$ cat src/inc/ibtq_pkg.sv
// constants, register map and types of the image block transfer queue
// Functional notes
// RULE1: basic and automatic policies start a block once one packet of it is buffered.
// RULE2: the policy selector has exactly basic, automatic and host governed encodings.
// RULE3: host governed continuous style streams on go and halt while capture runs on.
// RULE4: counted burst style sends exactly blocks_to_send blocks and then stops.
// RULE5: blocks_to_send only matters in counted burst style.
// RULE6: queue_capacity reads the largest number of blocks the queue holds.
// RULE7: queue_occupancy always equals the blocks waiting in the queue.
// RULE8: lost_block_tally counts once for every block lost before transmission.
// RULE9: the ordering selector offers only arrival order.
// RULE10: the go command starts streaming, only under the host governed policy.
// RULE11: the halt command stops streaming after the current block completes.
// RULE12: a full queue drops its oldest unstarted block for the new one and counts it.
// RULE13: capture start or stop leaves the queue alone; closing the channel flushes it.
// RULE14: go and halt under basic or automatic policy are ignored.
package ibtq_pkg;
  localparam logic [7:0] OFS_POLICY = 8'h00;
  localparam logic [7:0] OFS_STYLE = 8'h04;
  localparam logic [7:0] OFS_BLOCKS = 8'h08;
  localparam logic [7:0] OFS_CAPACITY = 8'h0C;
  localparam logic [7:0] OFS_OCCUPANCY = 8'h10;
  localparam logic [7:0] OFS_LOST = 8'h14;
  localparam logic [7:0] OFS_ORDERING = 8'h18;
  localparam logic [7:0] OFS_COMMAND = 8'h1C;
  localparam logic [7:0] OFS_CHANNEL = 8'h20;
  localparam logic [7:0] OFS_IRQ_STATUS = 8'h24;
  localparam logic [7:0] OFS_IRQ_CLEAR = 8'h28;
  localparam logic [7:0] OFS_IRQ_ENABLE = 8'h2C;
  localparam logic [7:0] OFS_STATUS = 8'h30;
  // command register bits
  localparam int CMD_GO_BIT = 0;
  localparam int CMD_HALT_BIT = 1;
  // interrupt status bits
  localparam int IRQ_LOST_BIT = 0;
  localparam int IRQ_BURST_DONE_BIT = 1;
  localparam int IRQ_BLOCK_SENT_BIT = 2;
  localparam int IRQ_WIDTH = 3;
  // reset values
  localparam logic [1:0] POLICY_RESET = 2'h0;
  localparam logic [31:0] BLOCKS_RESET = 32'h00000001;
  localparam logic [31:0] PKT_BEATS_DEFAULT = 32'h00000100;
  typedef enum logic [1:0] {
    IBTQ_BASIC = 2'h0,
    IBTQ_AUTOMATIC = 2'h1,
    IBTQ_HOST_GOVERNED = 2'h2
  } ibtq_policy_t;
  typedef enum logic {
    IBTQ_CONTINUOUS = 1'b0,
    IBTQ_COUNTED_BURST = 1'b1
  } ibtq_style_t;
  typedef enum logic [0:0] {
    IBTQ_ARRIVAL_ORDER = 1'b0
  } ibtq_ordering_t;
endpackage : ibtq_pkg

$ cat src/ibtq_slot_ring.sv
// ring of block slots holding per-block beat counts, oldest first
module ibtq_slot_ring #(
  parameter int DEPTH = 4,
  parameter int CW = 16
) (
  input wire logic pclk,
  input wire logic presetn,
  input wire logic flush,
  input wire logic push,
  input wire logic drop_oldest,
  input wire logic pop,
  input wire logic [CW-1:0] push_beats,
  output logic [CW-1:0] head_beats,
  output logic [$clog2(DEPTH+1)-1:0] count,
  output logic full,
  output logic empty
);
  localparam int AW = (DEPTH > 1) ? $clog2(DEPTH) : 1;
  logic [CW-1:0] slot_q [DEPTH];
  logic [AW-1:0] rd_q;
  logic [AW-1:0] wr_q;
  logic [$clog2(DEPTH+1)-1:0] cnt_q;

  function automatic logic [AW-1:0] bump(input logic [AW-1:0] p);
    bump = (p == AW'(DEPTH - 1)) ? '0 : p + 1'b1;
  endfunction : bump

  assign count = cnt_q;
  assign full = (cnt_q == ($clog2(DEPTH+1))'(DEPTH));
  assign empty = (cnt_q == '0);
  assign head_beats = slot_q[rd_q];

  // drop and pop never coincide: the caller only drops unstarted heads
  always_ff @(posedge pclk or negedge presetn) begin
    if (!presetn) begin
      rd_q <= '0;
      wr_q <= '0;
      cnt_q <= '0;
    end else if (flush) begin
      rd_q <= '0;
      wr_q <= '0;
      cnt_q <= '0;
    end else begin
      if (push) begin
        wr_q <= bump(wr_q);
      end
      if (pop || drop_oldest) begin
        rd_q <= bump(rd_q);
      end
      if (push && !(pop || drop_oldest)) begin
        cnt_q <= cnt_q + 1'b1;
      end else if (!push && (pop || drop_oldest)) begin
        cnt_q <= cnt_q - 1'b1;
      end
    end
  end

  // slot storage, no reset needed for data
  always_ff @(posedge pclk) begin
    if (push) begin
      slot_q[wr_q] <= push_beats;
    end
  end
endmodule : ibtq_slot_ring

$ cat src/ibtq_top.sv
// image block transfer queue with APB registers and packet egress
module ibtq_top #(
  parameter int DEPTH = 4,
  parameter int CW = 16,
  parameter logic [CW-1:0] PKT_BEATS = CW'(ibtq_pkg::PKT_BEATS_DEFAULT)
) (
  input wire logic pclk,
  input wire logic presetn,
  input wire logic psel,
  input wire logic penable,
  input wire logic pwrite,
  input wire logic [7:0] paddr,
  input wire logic [31:0] pwdata,
  output logic [31:0] prdata,
  output logic pready,
  output logic pslverr,
  input wire logic blk_beat_valid,
  input wire logic blk_beat_last,
  input wire logic capture_running,
  input wire logic link_pkt_ready,
  output logic link_pkt_valid,
  output logic link_pkt_last,
  output logic irq
);
  // apb decode
  logic wr_en;
  assign wr_en = psel && penable && pwrite;

  // software-held configuration
  logic [1:0] policy_q;
  logic style_q;
  logic [31:0] blocks_to_send_q;
  logic channel_open_q;
  logic [31:0] lost_block_tally_q;
  localparam int IRQ_W = ibtq_pkg::IRQ_WIDTH;
  logic [IRQ_W-1:0] irq_stat_q;
  logic [IRQ_W-1:0] irq_en_q;

  function automatic logic legal_policy(input logic [1:0] v);
    legal_policy = (v == ibtq_pkg::IBTQ_BASIC) ||
                   (v == ibtq_pkg::IBTQ_AUTOMATIC) ||
                   (v == ibtq_pkg::IBTQ_HOST_GOVERNED);
  endfunction : legal_policy

  logic host_gov;
  assign host_gov = (policy_q == ibtq_pkg::IBTQ_HOST_GOVERNED);

  // commands act only under host governed policy
  logic go_cmd;
  logic halt_cmd;
  assign go_cmd = wr_en && (paddr == ibtq_pkg::OFS_COMMAND) && host_gov
                  && pwdata[ibtq_pkg::CMD_GO_BIT]; // RULE10 RULE14
  assign halt_cmd = wr_en && (paddr == ibtq_pkg::OFS_COMMAND) && host_gov
                    && pwdata[ibtq_pkg::CMD_HALT_BIT]; // RULE11 RULE14

  // configuration writes; illegal policy codes are kept out
  always_ff @(posedge pclk or negedge presetn) begin
    if (!presetn) begin
      policy_q <= ibtq_pkg::POLICY_RESET;
      style_q <= ibtq_pkg::IBTQ_CONTINUOUS;
      blocks_to_send_q <= ibtq_pkg::BLOCKS_RESET;
      channel_open_q <= 1'b0;
    end else if (wr_en) begin
      case (paddr)
        ibtq_pkg::OFS_POLICY: begin
          if (legal_policy(pwdata[1:0])) begin
            policy_q <= pwdata[1:0]; // RULE2
          end
        end
        ibtq_pkg::OFS_STYLE: style_q <= pwdata[0]; // RULE3
        ibtq_pkg::OFS_BLOCKS: blocks_to_send_q <= pwdata;
        ibtq_pkg::OFS_CHANNEL: channel_open_q <= pwdata[0];
        default: ;
      endcase
    end
  end

  // closing the channel flushes; capture_running only shows in status
  logic flush;
  assign flush = !channel_open_q; // RULE13

  // ingress: a block arrives beat by beat, counted into a slot
  logic [CW-1:0] in_beats_q;
  logic in_active;
  logic blk_push;
  logic cut_live;
  logic [CW-1:0] blk_beats;
  // a block already streaming by cut-through is never queued again
  assign blk_push = blk_beat_valid && blk_beat_last && channel_open_q
                    && !cut_live;
  assign blk_beats = in_beats_q + 1'b1;

  // ingress beats counted per block
  always_ff @(posedge pclk or negedge presetn) begin
    if (!presetn) begin
      in_beats_q <= '0;
    end else if (flush || (blk_beat_valid && blk_beat_last)) begin
      in_beats_q <= '0;
    end else if (blk_beat_valid) begin
      in_beats_q <= in_beats_q + 1'b1;
    end
  end

  // head of ingress block counts as live before it is queued
  assign in_active = (in_beats_q != '0);

  // egress state
  typedef enum {
    IBTQ_IDLE,
    IBTQ_SEND
  } ibtq_tx_state_t;
  ibtq_tx_state_t tx_q;
  logic streaming_q;
  logic [31:0] sent_q;
  logic [CW-1:0] tx_len_q;
  logic [CW-1:0] tx_sent_q;
  logic cut_q;
  logic cut_known_q;
  ibtq_tx_state_t tx_d;
  logic [CW-1:0] len_d;
  logic [CW-1:0] sent_d;
  logic [CW-1:0] avail_d;
  logic cut_d;
  logic known_d;
  logic beat_fire;

  // ring control
  logic [CW-1:0] head_beats;
  logic [$clog2(DEPTH+1)-1:0] occ;
  logic ring_full;
  logic ring_empty;
  logic pop;
  logic drop_oldest;
  logic tx_start;
  logic tx_done;
  logic cut_through;

  // full ring: overwrite oldest block not yet on the link
  // every queued block is unstarted, so a full ring drops its head unless that head pops in the same cycle
  assign drop_oldest = blk_push && ring_full && !pop; // RULE12
  // block leaves its slot when its transfer begins
  assign pop = tx_start;

  ibtq_slot_ring #(
    .DEPTH(DEPTH),
    .CW(CW)
  ) u_ring (
    .pclk(pclk),
    .presetn(presetn),
    .flush(flush),
    .push(blk_push),
    .drop_oldest(drop_oldest),
    .pop(pop),
    .push_beats(blk_beats),
    .head_beats(head_beats),
    .count(occ),
    .full(ring_full),
    .empty(ring_empty)
  ); // RULE9

  // cut-through: in basic/automatic, start once a packet is buffered
  assign cut_through = !host_gov && channel_open_q && ring_empty
                       && (tx_q == IBTQ_IDLE) && in_active
                       && (in_beats_q >= PKT_BEATS)
                       && !(blk_beat_valid && blk_beat_last); // RULE1

  // streaming permission: outside host governed policy, on whenever the channel is open
  logic may_stream;
  assign may_stream = channel_open_q && (!host_gov || streaming_q);

  assign tx_start = (tx_q == IBTQ_IDLE) && may_stream && !ring_empty;
  assign beat_fire = link_pkt_valid && link_pkt_ready;
  assign tx_done = (tx_q == IBTQ_SEND) && beat_fire && link_pkt_last;
  assign cut_live = (tx_q == IBTQ_SEND) && cut_q && !cut_known_q;

  logic burst_end;
  assign burst_end = tx_done && host_gov
                     && (style_q == ibtq_pkg::IBTQ_COUNTED_BURST)
                     && (sent_q + 32'h00000001 >= blocks_to_send_q); // RULE4

  // host governed run flag
  always_ff @(posedge pclk or negedge presetn) begin
    if (!presetn) begin
      streaming_q <= 1'b0;
    end else if (flush || !host_gov) begin
      streaming_q <= 1'b0;
    end else if (go_cmd) begin
      streaming_q <= 1'b1; // RULE10 RULE3
    end else if (halt_cmd || burst_end) begin
      streaming_q <= 1'b0; // RULE11 RULE4
    end
  end

  // blocks sent since go, compared only in counted burst style
  always_ff @(posedge pclk or negedge presetn) begin
    if (!presetn) begin
      sent_q <= '0;
    end else if (go_cmd || flush) begin
      sent_q <= '0;
    end else if (tx_done && style_q == ibtq_pkg::IBTQ_COUNTED_BURST) begin
      sent_q <= sent_q + 32'h00000001; // RULE5
    end
  end

  // egress next state; a cut-through block learns its length late
  always_comb begin
    tx_d = tx_q;
    len_d = tx_len_q;
    sent_d = tx_sent_q;
    cut_d = cut_q;
    known_d = cut_known_q;
    case (tx_q)
      IBTQ_IDLE: begin
        if (tx_start) begin
          tx_d = IBTQ_SEND;
          len_d = head_beats;
          sent_d = '0;
          cut_d = 1'b0;
          known_d = 1'b1;
        end else if (cut_through) begin
          tx_d = IBTQ_SEND; // RULE1
          len_d = '0;
          sent_d = '0;
          cut_d = 1'b1;
          known_d = 1'b0;
        end
      end
      IBTQ_SEND: begin
        if (beat_fire) begin
          sent_d = tx_sent_q + 1'b1;
        end
        if (cut_live && blk_beat_valid && blk_beat_last) begin
          len_d = in_beats_q + 1'b1;
          known_d = 1'b1;
        end
        if (tx_done) begin
          tx_d = IBTQ_IDLE; // RULE11
        end
      end
      default: tx_d = IBTQ_IDLE;
    endcase
    if (flush) begin
      tx_d = IBTQ_IDLE; // RULE13
    end
    // ingress count lags by a beat, which only delays an offer
    avail_d = known_d ? len_d : in_beats_q;
  end

  // egress fsm; halt never cuts a block short
  always_ff @(posedge pclk or negedge presetn) begin
    if (!presetn) begin
      tx_q <= IBTQ_IDLE;
      tx_len_q <= '0;
      tx_sent_q <= '0;
      cut_q <= 1'b0;
      cut_known_q <= 1'b0;
    end else begin
      tx_q <= tx_d;
      tx_len_q <= len_d;
      tx_sent_q <= sent_d;
      cut_q <= cut_d;
      cut_known_q <= known_d;
    end
  end

  // link outputs registered; an offered beat stays until the link takes it or closing the channel flushes the egress
  always_ff @(posedge pclk or negedge presetn) begin
    if (!presetn) begin
      link_pkt_valid <= 1'b0;
      link_pkt_last <= 1'b0;
    end else begin
      link_pkt_valid <= (tx_d == IBTQ_SEND) && (sent_d < avail_d);
      link_pkt_last <= (tx_d == IBTQ_SEND) && (sent_d < avail_d) && known_d
                       && (sent_d + 1'b1 == len_d);
    end
  end

  // lost block tally, saturating to avoid wrap
  always_ff @(posedge pclk or negedge presetn) begin
    if (!presetn) begin
      lost_block_tally_q <= '0;
    end else if (drop_oldest && lost_block_tally_q != 32'hFFFFFFFF) begin
      lost_block_tally_q <= lost_block_tally_q + 32'h00000001; // RULE8 RULE12
    end
  end

  // sticky interrupt status: a new event beats a clear
  logic [IRQ_W-1:0] irq_evt;
  logic [IRQ_W-1:0] irq_clr;
  always_comb begin
    irq_evt = '0;
    irq_evt[ibtq_pkg::IRQ_LOST_BIT] = drop_oldest;
    irq_evt[ibtq_pkg::IRQ_BURST_DONE_BIT] = burst_end;
    irq_evt[ibtq_pkg::IRQ_BLOCK_SENT_BIT] = tx_done;
    irq_clr = (wr_en && paddr == ibtq_pkg::OFS_IRQ_CLEAR)
              ? pwdata[IRQ_W-1:0] : '0;
  end

  always_ff @(posedge pclk or negedge presetn) begin
    if (!presetn) begin
      irq_stat_q <= '0;
      irq_en_q <= '0;
    end else begin
      irq_stat_q <= (irq_stat_q & ~irq_clr) | irq_evt;
      if (wr_en && paddr == ibtq_pkg::OFS_IRQ_ENABLE) begin
        irq_en_q <= pwdata[IRQ_W-1:0];
      end
    end
  end

  always_ff @(posedge pclk or negedge presetn) begin
    if (!presetn) begin
      irq <= 1'b0;
    end else begin
      irq <= |(((irq_stat_q & ~irq_clr) | irq_evt) & irq_en_q);
    end
  end

  // apb read mux; zero-wait, unmapped reads give zero with error
  logic [31:0] rd_d;
  logic hit_d;
  always_comb begin
    rd_d = '0;
    hit_d = 1'b1;
    case (paddr)
      ibtq_pkg::OFS_POLICY: rd_d[1:0] = policy_q;
      ibtq_pkg::OFS_STYLE: rd_d[0] = style_q;
      ibtq_pkg::OFS_BLOCKS: rd_d = blocks_to_send_q;
      ibtq_pkg::OFS_CAPACITY: rd_d = 32'(DEPTH); // RULE6
      ibtq_pkg::OFS_OCCUPANCY: rd_d = 32'(occ); // RULE7
      ibtq_pkg::OFS_LOST: rd_d = lost_block_tally_q; // RULE8
      ibtq_pkg::OFS_ORDERING: rd_d[0] = ibtq_pkg::IBTQ_ARRIVAL_ORDER; // RULE9
      ibtq_pkg::OFS_COMMAND: rd_d = '0;
      ibtq_pkg::OFS_CHANNEL: rd_d[0] = channel_open_q;
      ibtq_pkg::OFS_IRQ_STATUS: rd_d[IRQ_W-1:0] = irq_stat_q;
      ibtq_pkg::OFS_IRQ_CLEAR: rd_d = '0;
      ibtq_pkg::OFS_IRQ_ENABLE: rd_d[IRQ_W-1:0] = irq_en_q;
      ibtq_pkg::OFS_STATUS: begin
        rd_d[0] = streaming_q;
        rd_d[1] = (tx_q == IBTQ_SEND);
        rd_d[2] = capture_running;
      end
      default: hit_d = 1'b0;
    endcase
  end

  // two-cycle access: pready rises at the edge that ends the setup cycle
  always_ff @(posedge pclk or negedge presetn) begin
    if (!presetn) begin
      prdata <= '0;
      pready <= 1'b0;
      pslverr <= 1'b0;
    end else begin
      pready <= psel && !penable;
      pslverr <= psel && !penable && !hit_d;
      if (psel && !penable && !pwrite) begin
        prdata <= rd_d;
      end
    end
  end
endmodule : ibtq_top

$ cat config.mk
export PLATFORM = sky130hd
export DESIGN_NAME = ibtq_top
export DESIGN_NICKNAME = d
export VERILOG_FILES = /design/src/inc/ibtq_pkg.sv /design/src/ibtq_slot_ring.sv /design/src/ibtq_top.sv
export SDC_FILE = /design/constraint.sdc
export NUM_CORES = 1
export LEC_CHECK = 0
export ABC_AREA = 0
export BUFFER_PORTS_ARGS = -buffer_cell sky130_fd_sc_hd__buf_2
export CAP_MARGIN = 30
export CORE_MARGIN = 2
export CORE_UTILIZATION = 50
export DETAILED_ROUTE_END_ITERATION = 7
export GPL_TIMING_DRIVEN = 1
export PLACE_DENSITY = 0.67
export SLEW_MARGIN = 20
export SYNTH_ARGS = -nofsm -noshare
export SYNTH_HDL_FRONTEND = slang
export SYNTH_SLANG_ARGS = --single-unit
$ cat constraint.sdc
create_clock -name pclk -period 6.65 [get_ports pclk]
set_input_delay 1.33 -clock pclk [delete_from_list [all_inputs] [get_ports pclk]]
set_output_delay 1.33 -clock pclk [all_outputs]
set_load 0.005 [all_outputs]
== Yosys cells after proc, flatten, opt, wreduce, memory -nomap -nowiden ==
Memories as Yosys holds them, arrays and structs flattened.
Index checks and enable logic that the tools add are counted.

* Register bits: 233
* Latch bits: 0
* RAM bits: 64
* ROM bits: 0
* Bits of input ports: 49
* Output and inout bits: 37
* Word-level logic and storage cells: 190
* Memories kept: 1

* Add/sub/neg operators: 9
* $mul: 0
* Divide/modulo/power cells: 0
* Order comparisons: 3
* Equal/unequal tests: 26
* Shift operators: 0
* Mux-type cells: 44
* Bitwise gates (word level): 4
* Reductions and logical operators: 79

{| class="wikitable"
|+ Memories
! memory !! depth !! width !! read ports !! clocked after memory_dff !! write ports !! RTL line !! text
|-
| u_ring.slot_q || 4 || 16 || 1 || 0 || 1 || ibtq_slot_ring.sv:19 || <nowiki>logic [CW-1:0] slot_q [DEPTH];</nowiki>
|}

{| class="wikitable"
|+ Operators with widths
! kind !! number
|-
| 2-to-1 mux 32 bit || 6
|-
| 2-to-1 mux 16 bit || 9
|-
| adder 32 x 1 -> 32 bit (second input constant) || 2
|-
| == test 32 x 2 -> 1 bit (second input constant) || 2
|-
| zero test 32 bit || 2
|-
| case mux 16 bit (2 select lines) || 2
|-
| case mux 32 bit (2 select lines) || 1
|-
| case mux 29 bit (2 select lines) || 1
|-
| adder 16 x 1 -> 16 bit (second input constant) || 3
|-
| logical AND 1 bit || 42
|-
| == test 8 x 6 -> 1 bit (second input constant) || 5
|-
| == test 32 x 1 -> 1 bit (second input constant) || 1
|-
| == test 8 x 5 -> 1 bit (second input constant) || 4
|-
| greater-or-equal comparator 32 bit || 1
|-
| != test 32 bit (second input constant) || 1
|-
| == test 16 bit || 1
|-
| == test 8 x 4 -> 1 bit (second input constant) || 2
|-
| greater-or-equal comparator 16 x 9 -> 1 bit (second input constant) || 1
|-
| < comparator 16 bit || 1
|-
| nonzero test 16 bit || 1
|-
| case mux 1 bit (7 select lines) || 2
|-
| OR reduction 13 bit || 1
|-
| zero test 1 bit || 12
|-
| 2-to-1 mux 2 bit || 6
|-
| other kinds (25) || 56
|}

== Logic depth before layout (Yosys ltp) ==
* Word-level depth: 16
* Depth in mapped cells: 21
* Depth with buffers taken out: 20

== By module ==
A second synthesis with hierarchy kept.

* Cells, all modules: 1429
* Area, all modules: 15463.6 µm²

{| class="wikitable"
|+ By module, submodules not included
! module !! instances !! cells an instance !! area an instance (µm²) !! seq. area each (µm²)
|-
| ibtq_top || 1 || 1294 || 12615.8 || 5656.7
|-
| ibtq_slot_ring || 1 || 135 || 2847.7 || 2097.0
|}

== Least setup slack after synthesis ==
Ideal clock, no wire load.

* Path type: input to register
* Start: input port blk_beat_valid
* End: register link_pkt_last
* Library setup time: 0.094 ns
* Data arrival time: 4.573 ns
* Data required time: 6.556 ns
* Slack: 1.984 ns
* Stages on the path: 18
* Buffers on the path: 2
* Cell sequence: nand2_1 o2111ai_2 or2_2 o31ai_1 nand3_1 clkbuf_1 clkbuf_1 nand2_1 o21ai_0 ha_1 a21o_1 a221o_1 a21oi_1 o31a_1 and4bb_2 nor4b_2 o2111ai_1 a221oi_2

* Word-level cells in the longest chain between the ends: 11
* Elaborated cells on any way between the ends: 28
* Classes of those cells: add/sub (1); order compare (1); eq/ne (2); mux (16); reduce/logical (8)

{| class="wikitable"
|+ RTL lines
! what !! RTL line !! text
|-
| from (decl) || ibtq_top.sv:17 || <nowiki>input wire logic blk_beat_valid,</nowiki>
|-
| branches (longest 10 deep; another with adder 16 x 1 -> 16 bit) || - ||
|-
| logical AND 1 bit * || ibtq_top.sv:274 || <nowiki>&& (sent_d + 1'b1 == len_d);</nowiki>
|-
| to (signal assigned) || ibtq_top.sv:273 || <nowiki>link_pkt_last <= (tx_d == IBTQ_SEND) && (sent_d < avail_d) && known_d</nowiki>
|-
| to (decl) || ibtq_top.sv:22 || <nowiki>output logic link_pkt_last,</nowiki>
|}

Mark *: on every way between the ends.
A chain may end at the register's enable or synchronous reset.

== Final worst setup path ==
* Start: register tx_q[10]
* End: register link_pkt_last

* Word-level cells in the longest chain between the ends: 13
* Elaborated cells on any way between the ends: 40
* Classes of those cells: add/sub (1); order compare (1); eq/ne (4); mux (17); reduce/logical (17)

{| class="wikitable"
|+ RTL lines
! what !! RTL line !! text
|-
| from (decl) || ibtq_top.sv:112 || <nowiki>ibtq_tx_state_t tx_q;</nowiki>
|-
| from (signal assigned) || ibtq_top.sv:258 || <nowiki>tx_q <= tx_d;</nowiki>
|-
| branches (longest 12 deep; another with adder 16 x 1 -> 16 bit) || - ||
|-
| logical AND 1 bit * || ibtq_top.sv:274 ||
|}

Marks and branches as above.

==> impl_metrics.json <==
{
  "status": "finished, final reports clean",
  "synth_cell_types": 90,
  "cts_tree": "yes",
  "ys_seq_area_share_pct": 50.68,
  "synth_area_per_cell_um2": 10.68,
  "cp-endpoint": "link_pkt_last",
  "ant_nets": 0,
  "power_density_nw_per_um2": 250.4,
  "clk_latency_ns": 0.56,
  "crit_type": "reg2reg",
  "r2r_cells": 15,
  "fin_tns_setup_ns": 0,
  "drc": 0,
  "syn_area_um2": 15300,
  "worst_slew_pin_slew_ns": 0.9384,
  "p_seq_share_pct": 47.7,
  "htreeDepth": 1,
  "net-switching-power_uw": 1083,
  "cp.depth": 15,
  "ff2ff_setup_slack_ns": 1.74,
  "crit_chain": "nor4_4 > and4_1 > nand2_1 > o31ai_1 > nand3_1 > o21ai_0 > ha_1 > a21o_1 > a221o_1 > a21oi_1 > o31a_1 > and4bb_2 > nor4b_2 > o2111ai_1 > a221oi_2",
  "grt_max_degree": 147,
  "reg2reg_from": "tx_q[10]",
  "crit_path_max_incr_delay_ns": 0.61,
  "dpl.hpwl_um": 25390,
  "wl_um": 35580,
  "clkTransAtPathRegs_ns": 0.06,
  "period_share_pct": 73.81,
  "grt-ovfl-total": 0,
  "initial_core_util_pct": 50.41,
  "io_pins": 86,
  "drv_cap": 0,
  "hold_viol": 0,
  "synth-main-ff-cell": "dfrtp_1",
  "end_kind": "flop",
  "cts_buffers": 31,
  "fmax_ghz": 0.2037,
  "setup_viol": 0,
  "clock_sinks": 297,
  "gp_congestion": 0.9316,
  "p_sw_share_pct": 24.94,
  "clock_path_buffers": 3,
  "setup_slack_ns": 1.742,
  "fin_nets": 1647,
  "grt_util_all_layers_pct": 22.65,
  "synthArstFlopShare_pct": 78.45,
  "cts-root-buf": "clkbuf_16",
  "arrival_ns": 5.38,
  "wl_per_cell_um": 18.15,
  "critPathLaunch": "tx_q[10]",
  "die_width_um": 178.9,
  "fill_cells": 2617,
  "maxSlewViolCount": 0,
  "place_ws_ns": 1.199,
  "grt_pass1_wl_um": 57550,
  "final_common_cell": "dfrtp_1",
  "die_area_um2": 32010,
  "drtPass1Iterations": 5,
  "synth_edf_count": 64,
  "critPathLaunchType": "flop",
  "r2r_end": "link_pkt_last",
  "postCtsSetupBuffers": 0,
  "hp-class": "reg2reg",
  "yosys_warnings": 0,
  "syn2layout_area_growth_pct": 13.40,
  "p_int_uw": 3261,
  "synthCells": 1433,
  "row_count": 64,
  "ys_ff_latch": 297,
  "port_buffers": 85,
  "antenna_cells": 0,
  "die_y_um": 178.9,
  "cts_hold_buffers": 0,
  "p_comb_share_pct": 10.8,
  "post-route-min-period_ns": 4.908,
  "rsz0062_at_grt": "no",
  "drtIter0Drc": 904,
  "grt_pass1_vias": 10810,
  "vias": 11110,
  "slew_headroom_pct": 37.37,
  "drive_gt1_share_pct": 15.92,
  "cp.required_ns": 7.12,
  "cp_top_family": "compound AO/OA/AOI/OAI gates",
  "antenna_found_initial": 0,
  "pwr-share-clk_pct": 41.5,
  "irDropWorstVdd_uv": 220.8,
  "viasPerCell": 5.666,
  "core_area_um2": 30350,
  "utilization_pct": 57.17,
  "fin_skew_ns": 0.01465,
  "crit_fanout": 21,
  "cellLeakagePower_uw": 0.007723,
  "cts_resized": 0,
  "cp_slowest_cell": "nand3_1",
  "layout_common_cells": "dfrtp_1 (232), nand2_1 (124), nor2_1 (118)",
  "cp_num_buf_inv": 0
}
[synthesized netlist by cell type (5+ instances only)]
| cell | n | area share, % |
|---|---|---|
| ha_1 | 58 | 4.7 |
| a32o_1 | 5 | 0.33 |
| mux2i_1 | 8 | 0.52 |
| xor2_1 | 61 | 3.5 |
| inv_1 | 83 | 2.0 |
| a211oi_1 | 5 | 0.25 |
| nand3_1 | 42 | 1.4 |
| o211ai_1 | 5 | 0.25 |
| nand4_1 | 28 | 1.1 |
| nand2_1 | 124 | 3.0 |
| dfrtp_1 | 232 | 38 |
| buf_2 | 9 | 0.29 |
| or3_1 | 12 | 0.49 |
| o21ai_0 | 67 | 2.2 |
| and3_1 | 22 | 0.90 |
| xnor2_1 | 67 | 3.8 |
| o41ai_1 | 6 | 0.34 |
| nor2_1 | 125 | 3.1 |
| edfxtp_1 | 64 | 13 |
| a22oi_1 | 33 | 1.6 |
| mux4_2 | 16 | 2.4 |
| a31oi_1 | 5 | 0.20 |
| clkbuf_1 | 46 | 1.1 |
| a21oi_1 | 70 | 2.3 |
| mux2_2 | 36 | 2.6 |
| nor4_1 | 11 | 0.45 |
| and4_1 | 7 | 0.40 |
| a21o_1 | 21 | 1.0 |
| o31ai_1 | 5 | 0.25 |
| a22o_1 | 8 | 0.46 |
| nand2b_1 | 11 | 0.45 |
| nor3_1 | 37 | 1.2 |
| o2bb2ai_1 | 6 | 0.34 |
[worst min path at each step]
stage | to | cells past startpoint | start | slack [ns]
after floorplan | lost_block_tally_q[16] | 1 | lost_block_tally_q[16] | 0.46
after global placement | lost_block_tally_q[16] | 1 | lost_block_tally_q[16] | 0.47
after detailed placement | lost_block_tally_q[16] | 1 | lost_block_tally_q[16] | 0.48
after CTS | lost_block_tally_q[16] | 1 | lost_block_tally_q[16] | 0.50
after global routing | lost_block_tally_q[19] | 1 | lost_block_tally_q[19] | 0.51
final | lost_block_tally_q[16] | 1 | lost_block_tally_q[16] | 0.49
[flip-flops by register name, indices dropped and copies added, names as in the netlist, 2 cells and up]
register / flops
tx_len_q: 16
irq_en_q: 3
u_ring.count: 3
tx_sent_q: 16
lost_block_tally_q: 32
sent_q: 32
prdata: 32
u_ring.slot_q: 64
tx_q: 32
policy_q: 2
blocks_to_send_q: 32
u_ring.wr_q: 2
in_beats_q: 16
u_ring.rd_q: 2
irq_stat_q: 3
[power by group through the flow]
stage	combinational, µW	sequential, µW	clock, µW
3_5_place_dp	471	2110	0
3_3_place_gp	464	2100	0
5_1_grt	525	2080	1910
6_report	471	2070	1800
2_1_floorplan	304	2070	0
4_1_cts	474	2070	1840
[final cells by class]
cell class | instances | area (µm²) | share of cell area (%)
timing repair buffer | 102 | 594.3 | 3.426
clock inverter | 19 | 221.5 | 1.277
inverter | 84 | 315.3 | 1.817
clock buffer | 39 | 835.8 | 4.818
tap | 396 | 495.5 | 2.856
sequential | 297 | 7754 | 44.69
multi-input combinational | 1023 | 7133 | 41.12
[stage by stage]
stage | hold WS (ns) | cells | total power, µW | cell area [µm²]
3_5_place_dp | 0.4828 | 1898 | 2577 | 16250
6_report | 0.4936 | 1960 | 4344 | 17350
5_1_grt | 0.5066 | 1960 | 4520 | 17350
2_1_floorplan | 0.4553 | 1463 | 2373 | 15410
4_1_cts | 0.4953 | 1956 | 4388 | 17310
3_3_place_gp | 0.4715 | 1897 | 2565 | 16240
[layer usage]
metal  share of wire [%]  global-route usage (%)  wire length [µm]  vias to the layer above
li1                    -                       -                 -                     5310
met1                  44                   30.98             15770                     5411
met2                  48                   38.21             17070                      321
met3                 4.8                   2.651              1720                       64
met4                 2.9                   6.301              1017                        0
met5                   0                       0                 0                        -
[logic make-up after synthesis]
family,share of synthesized area (%)
buf+inv,3.639
fa+ha+maj,4.874
mux,5.528
compound gates,12.48
flops,50.68
other cells,0.02451
xor+xnor,7.327
simple gates,15.45
Power figures use the tool's default switching activity.
